--- src/pkg/fslc_pkg.sv ---
// Shared constants and types of the flash sector lock controller
package fslc_pkg;
	// Lock byte value and tolerance
	localparam logic [7:0] LOCK_ON = 8'h69;
	localparam logic [7:0] LOCK_OFF = 8'h00;
	localparam logic [3:0] LOCK_TOL = 4'h3;
	localparam int NUM_LOCK = 3;
	// Index of each lock byte, also its rank (0 is the highest)
	localparam logic [1:0] LK_EXT = 2'h0;
	localparam logic [1:0] LK_CODE = 2'h1;
	localparam logic [1:0] LK_CFG = 2'h2;
	// Sector codes on the access port
	localparam logic [1:0] SEC_EXT = 2'h0;
	localparam logic [1:0] SEC_CODE = 2'h1;
	localparam logic [1:0] SEC_CFG = 2'h2;
	localparam logic [1:0] SEC_ROM = 2'h3;
	// Flash map: sector bases and sizes, lock byte is the last byte of each sector
	localparam int FL_AW = 16;
	localparam logic [15:0] CODE_BASE = 16'h0000;
	localparam logic [15:0] CODE_SIZE = 16'h3000;
	localparam logic [15:0] EXT_BASE = 16'h3000;
	localparam logic [15:0] EXT_SIZE = 16'h0800;
	localparam logic [15:0] CFG_BASE = 16'h3800;
	localparam logic [15:0] CFG_SIZE = 16'h0100;
	localparam logic [15:0] EXT_LOCK_ADDR = EXT_BASE + EXT_SIZE - 16'h0001;
	localparam logic [15:0] CODE_LOCK_ADDR = CODE_BASE + CODE_SIZE - 16'h0001;
	localparam logic [15:0] CFG_LOCK_ADDR = CFG_BASE + CFG_SIZE - 16'h0001;
	localparam logic [2:0][15:0] LOCK_ADDR = {CFG_LOCK_ADDR, CODE_LOCK_ADDR, EXT_LOCK_ADDR};
	// Register byte offsets
	localparam logic [7:0] REG_STATUS = 8'h00;
	localparam logic [7:0] REG_RAW = 8'h04;
	localparam logic [7:0] REG_CMD = 8'h08;
	// Status fields
	localparam int ST_READY = 0;
	localparam int ST_EFF_LSB = 1;
	localparam int ST_DEBUG_OK = 4;
	localparam int ST_PROG = 5;
	localparam int ST_BUSY = 6;
	// Command fields
	localparam int CMD_SET_CFG_LOCK = 0;
	localparam int CMD_ERASE_ALL = 1;
	localparam int CMD_POWER_OFF = 2;
	// Access operations
	typedef enum logic [1:0] {
		OP_READ,
		OP_WRITE,
		OP_ERASE,
		OP_ERASE_ALL
	} fslc_op_type;
endpackage

--- src/pkg/fslc_perm_if.sv ---
// Effective lock flags passed from the evaluator to the access checker
`timescale 1ns/100ps
interface fslc_perm_if;
	logic ready;
	logic [2:0] eff;
	modport src(output eff);
	modport sink(input ready, input eff);
	modport top_side(output ready, input eff);
endinterface // fslc_perm_if

--- src/hw/fslc_lock_eval.sv ---
// Tolerance check and rank chain over the three loaded lock bytes
`timescale 1ns/100ps
module fslc_lock_eval (
	input wire logic [fslc_pkg::NUM_LOCK-1:0][7:0] lock_bytes,
	fslc_perm_if.src perm
);
	import fslc_pkg::*;

	logic [NUM_LOCK-1:0] byte_on;
	logic [NUM_LOCK-1:0] chain;

	genvar i;
	generate
		for (i = 0; i < NUM_LOCK; i++) begin : g_lock
			assign byte_on[i] = 4'($countones(lock_bytes[i] ^ LOCK_ON)) <= LOCK_TOL;
			if (i == 0) begin : g_top
				assign chain[i] = byte_on[i];
			end else begin : g_low
				assign chain[i] = chain[i-1] & byte_on[i];
			end
		end
	endgenerate

	assign perm.eff = chain;
endmodule // fslc_lock_eval

--- src/hw/fslc_access_check.sv ---
// Read, write and erase permission for one access request
`timescale 1ns/100ps
module fslc_access_check (
	fslc_perm_if.sink perm,
	input wire logic prog,
	input wire logic [1:0] sector,
	input wire fslc_pkg::fslc_op_type op,
	input wire logic from_ext,
	output logic grant
);
	import fslc_pkg::*;

	logic locked;

	always_comb begin
		case (sector)
			SEC_EXT: locked = perm.eff[LK_EXT];
			SEC_CODE: locked = perm.eff[LK_CODE];
			SEC_CFG: locked = perm.eff[LK_CFG];
			default: locked = 1'b1;
		endcase
	end

	always_comb begin
		grant = 1'b0;
		if (!perm.ready) begin
			grant = 1'b0;
		end else if (prog) begin
			if (op == OP_ERASE_ALL) begin
				grant = 1'b1;
			end else begin
				grant = (sector != SEC_ROM) && !locked;
			end
		end else begin
			case (op)
				OP_READ: grant = (sector != SEC_ROM);
				OP_WRITE: begin
					case (sector)
						SEC_CODE: grant = !perm.eff[LK_CODE] || from_ext;
						SEC_CFG: grant = 1'b1;
						default: grant = 1'b0;
					endcase
				end
				OP_ERASE: grant = (sector == SEC_CODE) || (sector == SEC_CFG);
				default: grant = 1'b0;
			endcase
		end
	end
endmodule // fslc_access_check

--- src/hw/fslc_top.sv ---
// Flash sector lock controller: lock byte load, permissions and register slave
//
// Decided for this implementation: the placing of the registers and the Avalon-MM slave port.
`timescale 1ns/100ps
module fslc_top (
	input wire logic clk,
	input wire logic resetn,
	input wire logic [7:0] avs_address,
	input wire logic avs_read,
	input wire logic avs_write,
	input wire logic [31:0] avs_writedata,
	input wire logic [3:0] avs_byteenable,
	output logic [31:0] avs_readdata,
	output logic avs_waitrequest,
	input wire logic prog_mode_pin,
	input wire logic debug_req_pin,
	output logic debug_enable,
	output logic fl_rd_req,
	output logic [fslc_pkg::FL_AW-1:0] fl_rd_addr,
	input wire logic [7:0] fl_rd_data,
	input wire logic fl_rd_valid,
	output logic fl_wr_req,
	output logic [fslc_pkg::FL_AW-1:0] fl_wr_addr,
	output logic [7:0] fl_wr_data,
	output logic fl_erase_all_req,
	input wire logic fl_op_ack,
	output logic flash_power_off_command,
	input wire logic acc_valid,
	input wire logic [1:0] acc_sector,
	input wire fslc_pkg::fslc_op_type acc_op,
	input wire logic acc_from_ext,
	output logic acc_done,
	output logic acc_grant
);
	import fslc_pkg::*;

	typedef enum {
		FS_LOAD,
		FS_READY,
		FS_LOCK_WR,
		FS_ERASE
	} fslc_state_type;

	fslc_state_type state_reg;
	logic [1:0] rst_pipe_reg;
	logic rst_n;
	logic [2:0] prog_sync_reg;
	logic [2:0] dbg_sync_reg;
	logic prog_reg;
	logic dbg_reg;
	logic [NUM_LOCK-1:0][7:0] lock_raw_reg;
	logic [1:0] load_idx_reg;
	logic [1:0] load_idx_next;
	logic load_hit;
	logic load_last;
	logic rd_req_reg;
	logic [FL_AW-1:0] rd_addr_reg;
	logic wr_req_reg;
	logic [FL_AW-1:0] wr_addr_reg;
	logic [7:0] wr_data_reg;
	logic erase_reg;
	logic pwr_off_reg;
	logic wait_reg;
	logic [31:0] rdata_reg;
	logic [31:0] rdata_next;
	logic cmd_write;
	logic cmd_set_lock;
	logic cmd_erase_all;
	logic grant_c;
	logic done_reg;
	logic grant_reg;
	logic debug_reg;

	fslc_perm_if perm ();

	//////////////////////////////////////////////////////////////////////////
	// Reset release and pin synchronisers

	always_ff @(posedge clk or negedge resetn) begin
		if (!resetn) begin
			rst_pipe_reg <= 2'h0;
		end else begin
			rst_pipe_reg <= {rst_pipe_reg[0], 1'b1};
		end
	end

	assign rst_n = rst_pipe_reg[1];

	// A change is taken only once the second and third stages agree
	always_ff @(posedge clk or negedge rst_n) begin
		if (!rst_n) begin
			prog_sync_reg <= 3'h0;
			dbg_sync_reg <= 3'h0;
			prog_reg <= 1'b0;
			dbg_reg <= 1'b0;
		end else begin
			prog_sync_reg <= {prog_sync_reg[1:0], prog_mode_pin};
			dbg_sync_reg <= {dbg_sync_reg[1:0], debug_req_pin};
			if (prog_sync_reg[1] == prog_sync_reg[2]) begin
				prog_reg <= prog_sync_reg[2];
			end
			if (dbg_sync_reg[1] == dbg_sync_reg[2]) begin
				dbg_reg <= dbg_sync_reg[2];
			end
		end
	end

	//////////////////////////////////////////////////////////////////////////
	// Lock byte load after reset

	assign load_hit = (state_reg == FS_LOAD) && rd_req_reg && fl_rd_valid;
	assign load_last = load_idx_reg == 2'(NUM_LOCK - 1);
	assign load_idx_next = load_hit ? load_idx_reg + 2'h1 : load_idx_reg;

	// fetch last byte of each sector
	always_ff @(posedge clk or negedge rst_n) begin
		if (!rst_n) begin
			lock_raw_reg <= '0;
			load_idx_reg <= 2'h0;
			rd_req_reg <= 1'b0;
			rd_addr_reg <= EXT_LOCK_ADDR;
		end else begin
			rd_req_reg <= (state_reg == FS_LOAD) && !(load_hit && load_last);
			if (load_hit) begin
				lock_raw_reg[load_idx_reg] <= fl_rd_data;
				load_idx_reg <= load_idx_next;
			end
			if (load_idx_next < 2'(NUM_LOCK)) begin
				rd_addr_reg <= LOCK_ADDR[load_idx_next];
			end
		end
	end

	fslc_lock_eval u_eval (
		.lock_bytes(lock_raw_reg),
		.perm(perm.src)
	);

	// flags valid only once the load has ended
	assign perm.ready = (state_reg != FS_LOAD);

	//////////////////////////////////////////////////////////////////////////
	// Command sequencer

	assign cmd_write = avs_write && !wait_reg && (avs_address == REG_CMD) && avs_byteenable[0];
	// lock command only in programming mode
	assign cmd_set_lock = cmd_write && avs_writedata[CMD_SET_CFG_LOCK] && prog_reg
		&& (state_reg == FS_READY);
	assign cmd_erase_all = cmd_write && avs_writedata[CMD_ERASE_ALL] && prog_reg
		&& (state_reg == FS_READY) && !cmd_set_lock;

	always_ff @(posedge clk or negedge rst_n) begin
		if (!rst_n) begin
			state_reg <= FS_LOAD;
		end else begin
			case (state_reg)
				FS_LOAD: begin
					if (load_hit && load_last) begin
						state_reg <= FS_READY;
					end
				end
				FS_READY: begin
					if (cmd_set_lock) begin
						state_reg <= FS_LOCK_WR;
					end else if (cmd_erase_all) begin
						state_reg <= FS_ERASE;
					end
				end
				FS_LOCK_WR, FS_ERASE: begin
					if (fl_op_ack) begin
						state_reg <= FS_READY;
					end
				end
				default: state_reg <= FS_LOAD;
			endcase
		end
	end

	// Writing the lock byte changes flash only; flags stay until the next reset
	always_ff @(posedge clk or negedge rst_n) begin
		if (!rst_n) begin
			wr_req_reg <= 1'b0;
			wr_addr_reg <= CFG_LOCK_ADDR;
			wr_data_reg <= LOCK_OFF;
			erase_reg <= 1'b0;
		end else begin
			if (cmd_set_lock) begin
				wr_req_reg <= 1'b1;
				wr_addr_reg <= CFG_LOCK_ADDR;
				wr_data_reg <= LOCK_ON;
			end else if (fl_op_ack) begin
				wr_req_reg <= 1'b0;
			end
			if (cmd_erase_all) begin
				erase_reg <= 1'b1;
			end else if (fl_op_ack) begin
				erase_reg <= 1'b0;
			end
		end
	end

	// power-off request passed to the flash
	always_ff @(posedge clk or negedge rst_n) begin
		if (!rst_n) begin
			pwr_off_reg <= 1'b0;
		end else begin
			pwr_off_reg <= cmd_write && avs_writedata[CMD_POWER_OFF];
		end
	end

	//////////////////////////////////////////////////////////////////////////
	// Access decisions and debug gate

	fslc_access_check u_check (
		.perm(perm.sink),
		.prog(prog_reg),
		.sector(acc_sector),
		.op(acc_op),
		.from_ext(acc_from_ext),
		.grant(grant_c)
	);

	always_ff @(posedge clk or negedge rst_n) begin
		if (!rst_n) begin
			done_reg <= 1'b0;
			grant_reg <= 1'b0;
			debug_reg <= 1'b0;
		end else begin
			done_reg <= acc_valid;
			grant_reg <= acc_valid && grant_c;
			// debug only while user code open
			debug_reg <= dbg_reg && perm.ready && !perm.eff[LK_CODE];
		end
	end

	//////////////////////////////////////////////////////////////////////////
	// Avalon slave: one wait cycle, then the answer

	always_comb begin
		rdata_next = 32'h0000_0000;
		case (avs_address)
			REG_STATUS: begin
				rdata_next[ST_READY] = perm.ready;
				rdata_next[ST_EFF_LSB +: 3] = perm.ready ? perm.eff : 3'h0;
				rdata_next[ST_DEBUG_OK] = perm.ready && !perm.eff[LK_CODE];
				rdata_next[ST_PROG] = prog_reg;
				rdata_next[ST_BUSY] = wr_req_reg || erase_reg;
			end
			REG_RAW: rdata_next[23:0] = lock_raw_reg;
			default: rdata_next = 32'h0000_0000;
		endcase
	end

	always_ff @(posedge clk or negedge rst_n) begin
		if (!rst_n) begin
			wait_reg <= 1'b1;
			rdata_reg <= 32'h0000_0000;
		end else begin
			wait_reg <= !((avs_read || avs_write) && wait_reg);
			if (avs_read && wait_reg) begin
				rdata_reg <= rdata_next;
			end
		end
	end

	assign avs_waitrequest = wait_reg;
	assign avs_readdata = rdata_reg;
	assign fl_rd_req = rd_req_reg;
	assign fl_rd_addr = rd_addr_reg;
	assign fl_wr_req = wr_req_reg;
	assign fl_wr_addr = wr_addr_reg;
	assign fl_wr_data = wr_data_reg;
	assign fl_erase_all_req = erase_reg;
	assign flash_power_off_command = pwr_off_reg;
	assign acc_done = done_reg;
	assign acc_grant = grant_reg;
	assign debug_enable = debug_reg;
endmodule // fslc_top

--- config.mk ---
export PLATFORM = sky130hd
export DESIGN_NAME = fslc_top
export DESIGN_NICKNAME = d
export VERILOG_FILES = /design/src/pkg/fslc_pkg.sv /design/src/pkg/fslc_perm_if.sv /design/src/hw/fslc_lock_eval.sv /design/src/hw/fslc_access_check.sv /design/src/hw/fslc_top.sv
export SDC_FILE = /design/constraint.sdc
export NUM_CORES = 1
export LEC_CHECK = 0
export ABC_AREA = 1
export BUFFER_PORTS_ARGS = -buffer_cell sky130_fd_sc_hd__buf_2
export CORE_AREA = 2 2 104 106
export CTS_BUF_LIST = sky130_fd_sc_hd__clkbuf_8
export DETAILED_ROUTE_END_ITERATION = 10
export DIE_AREA = 0 0 106 108
export HOLD_SLACK_MARGIN = 0.1
export PLACE_DENSITY = 0.66
export SYNTH_ARGS = -nofsm -noshare
export SYNTH_HDL_FRONTEND = slang
export SYNTH_SLANG_ARGS = --single-unit
--- constraint.sdc ---
create_clock -name clk -period 2.55 [get_ports clk]
set_clock_uncertainty 0.05 [all_clocks]
set_input_delay 0.51 -clock clk [delete_from_list [all_inputs] [get_ports clk]]
set_output_delay 0.51 -clock clk [all_outputs]
set_load 0.05 [all_outputs]
==> qor_table.md <==
| Quantity | Reported |
|---|---|
| Syn Std Cell Area | 4060 um2 |
| Half-perimeter wire length after placement | 6690 um |
| ANT nets after route | 0 |
| Kind of start point of the critical path | register |
| Final hold violation count | 0 |
| Post-Layout Cell Count | 687 |
| Most frequent cells in the layout | sky130_fd_sc_hd__nand2_1 (96), sky130_fd_sc_hd__buf_2 (83), sky130_fd_sc_hd__dfrtp_1 (70), sky130_fd_sc_hd__inv_1 (61), sky130_fd_sc_hd__o21ai_1 (38) |
| Setup Crit Path Kind | register to register |
| Total of flip-flops plus latches after synthesis | 75 |
| Via count | 3108 |
| Simple-gate portion of the synthesized area | 16.3% |
| Chip height | 108 um |
| Skew-Pair Late Insertion Delay | 0.35 ns |
| Data required time at the worst endpoint | 2.80 ns |
| Total gr overflow | 0 |
| Max Buffers Root-to-Sink | 2 |
| Worst path cell trace | inv_1 -> ha_1 -> inv_1 -> fa_1 -> fa_1 -> or3b_4 -> fa_1 -> nand4_1 -> o21ai_1 -> nand2_1 -> nand2_1 |
| Crit path max fanout | 2 |
| Post-synth ARST share | 100% |
| Number of design-rule violations left by the first detailed-router iteration | 118 |
| Setup repair after global routing missed its margin | true |
| Total detailed-routing wirelength | 8700 um |
| Kind of capture point of the worst setup path | register |
| Top FF cell, synth | sky130_fd_sc_hd__dfrtp_1 |
| Number of warnings issued by yosys | 0 |
| Static power due to leakage | 2.66 nW |
| Maximum VDD drop | 0.000831 V |
| Transition time of the tightest slew-check pin | 0.719 ns |
| Share of post-route cells with drive strength above 1 | 29.9% |
| Min Clock Period, post-route | 3.12 ns |
| Final #Nets | 646 |
| Parity-gate share of the synthesized area counting xor and xnor cells | 0.216% |
| CP max-delay cell | sky130_fd_sc_hd__fa_1 |
| Distinct cell type count of the synthesized netlist | 37 |
| Sinks on Clock Net | 75 |
| Leading cell type in the layout, fill and taps excluded | sky130_fd_sc_hd__nand2_1 |
| Outcome | complete, but fails checks |
| Share of the clock period used by the worst path | 122% |
| Power density relative to cell area | 1260 nW/um2 |
| Overall track demand over capacity in global routing | 16.0% |
| Max Transition Viols Final | 0 |
| Number of buffers created by CTS | 9 |
| Number of port buffers | 83 |
| Combinational family with the most area after synthesis | simple AND/OR/NAND/NOR gates |
| Total I/O pin count | 146 |
| Standard-cell row count | 37 |
| Number of vias per cell after detailed routing | 4.52 |
| Synth area leaders | sky130_fd_sc_hd__dfrtp_1 (44%), sky130_fd_sc_hd__nand2_1 (8.9%), sky130_fd_sc_hd__buf_4 (8.1%) |
| Fraction of the mapped netlist area in compound gates | 8.44% |
| Mux share of post-synthesis cell area | 0.277% |
| Adder-cell area share of the yosys netlist | 12.9% |
| Setup_tns | -3.13 ns |
| Clk slew on worst S/H paths | 0.08 ns |
| Average wire per cell in the routed design | 12.7 um |
| CTS H-Tree Depth | 3 |
| Clock Tree Root | sky130_fd_sc_hd__clkbuf_8 |
| Sequential element share of the synthesized area | 46.3% |
| Worst path most repeated cell | sky130_fd_sc_hd__fa_1 |
| Die area | 11400 um2 |
| Post-synthesis to final-layout area growth | 21.0% |
| Number of flops mapped to enable cells by yosys | 0 |
| Post-synth top area cell | sky130_fd_sc_hd__dfrtp_1 |
| Arrival time at the worst endpoint | 3.37 ns |
| Worst Slack Setup Final | -0.572 ns |
| Global placement routability congestion | 0.822 |
| Average size of a mapped cell | 9.19 um2 |
| Post-Synthesis Cells | 442 |
| Maximum number of pins on one net before global-route repair | 34 |
| Total power of the final layout | 0.00620 W |
| Number of instances in the placed design | 666 |
| F_max | 320 MHz |
| Vias in the first global route | 3084 |
| TritonCTS clock tree | done |
| Total inserted antenna cells | 0 |
| Largest stage delay on the critical path | 0.57 ns |
| Share of Yosys cell area claimed by the top area cell type | 43.8% |
| Die width | 106 um |
| Initial standard-cell utilization of the core | 39.7% |
| DRT Pass-1 Iters | 5 |
| # setup viols final | 6 |
| DRC Markers | 0 |
| Total core area | 10200 um2 |
| Max cap viols | 0 |
| Dpl ws | -0.643 ns |
| Worst relative slew slack | 52.1% |
| Failing checks | setup timing |
| First-pass GRT wire length | 14300 um |
| Class of the most critical hold timing path | primary input to register |
| Number of antenna violations at the first check in global routing | 0 |
-- stage by stage --
step,hold WS [ns],utilization [%],cell area (um2)
2_1_floorplan,0.164,-,4200
3_3_place_gp,0.246,45.2,4620
3_5_place_dp,0.248,45.2,4620
4_1_cts,0.196,47.7,4880
5_1_grt,0.204,48.0,4910
6_report,0.208,48.0,4910
-- final cells by class --
type                    count  area (um2)
fillers                   961        5320
flip-flops and latches     75        1880
multi-input cells         277        1730
repair buffers            117         673
inverters                  67         251
well taps                 136         170
clock buffers              10         138
clock inverters             5        71.3
-- path summary, 6_finish.rpt --
path | startpoint | end | slack (ns) | cells after the start
setup / recovery | lock_raw_reg[21]$_DFFE_PN0P_ | avs_readdata[3]$_DFFE_PN0P_ | -0.57 | 11
setup reg to reg | lock_raw_reg[21]$_DFFE_PN0P_ | avs_readdata[3]$_DFFE_PN0P_ | -0.57 | 11
min in group asynchronous | rst_pipe_reg[1]$_DFF_PN0_ | lock_raw_reg[2]$_DFFE_PN0P_ | 0.27 | 0
hold reg to reg | rst_pipe_reg[1]$_DFF_PN0_ | lock_raw_reg[2]$_DFFE_PN0P_ | 0.27 | 0
hold / removal | prog_mode_pin | prog_sync_reg[0]$_DFF_PN0_ | 0.21 | 1
max in group asynchronous | rst_pipe_reg[1]$_DFF_PN0_ | lock_raw_reg[18]$_DFFE_PN0P_ | 1.35 | 1
-- synth_stat cells (3+ instances only) --
library cell and count:
sky130_fd_sc_hd__inv_1 62, sky130_fd_sc_hd__nand4_1 4, sky130_fd_sc_hd__buf_4 44, sky130_fd_sc_hd__a21oi_1 3
sky130_fd_sc_hd__clkbuf_1 3, sky130_fd_sc_hd__o21ai_0 6, sky130_fd_sc_hd__nand2_1 96, sky130_fd_sc_hd__buf_2 4
sky130_fd_sc_hd__dfrtp_1 71, sky130_fd_sc_hd__nor2_1 21, sky130_fd_sc_hd__dfstp_2 4, sky130_fd_sc_hd__nand2_2 4
sky130_fd_sc_hd__o31ai_1 7, sky130_fd_sc_hd__inv_2 3, sky130_fd_sc_hd__o21ai_1 38, sky130_fd_sc_hd__fa_1 12
sky130_fd_sc_hd__ha_1 21, sky130_fd_sc_hd__nand3_1 11
-- metal layers --
metal	global-route usage [%]	routed length, um	up-vias
met5	0	0	-
met4	6.02	147	0
met3	3.07	473	12
met2	27.5	4240	112
met1	20.1	3840	1466
li1	-	-	1518
-- critical path: cells and delay by family, from the launching register on --
family	cells	cell delay, ns
adder cells (fa/ha/maj)	4	1.71
AO/OA/AOI/OAI	1	0.14
AND/OR/NAND/NOR	4	0.64
flip-flops	1	0.39
buffers and inverters	2	0.14
-- kinds of logic (layout without fill, tap and decap cells) --
family          Yosys count  after routing
simple gates            149            149
fa+ha+maj                35             35
compound gates           60             60
xor+xnor                  1              1
mux                       1              1
other cells               2             31
flops                    75             75
buf+inv                 119            199
-- what timing repair did --
| item | in CTS | in global routing |
|---|---|---|
| gates resized for setup | 5 | 6 |
| buffers inserted | 4 | 1 |
| endpoints found under the hold margin | 2 | 0 |
| setup endpoints to repair | 6 | 6 |
| hold buffers | 1 | 0 |
| pin swaps | 8 | 13 |
-- power by group --
group / switching, W / total (W) / internal (W)
clock network: 0.000428 / 0.000991 / 0.000562
logic: 0.00209 / 0.00360 / 0.00151
registers: 0.000159 / 0.00161 / 0.00145
total: 0.00268 / 0.00620 / 0.00353
No activity file was read; power rests on OpenSTA's default activity.
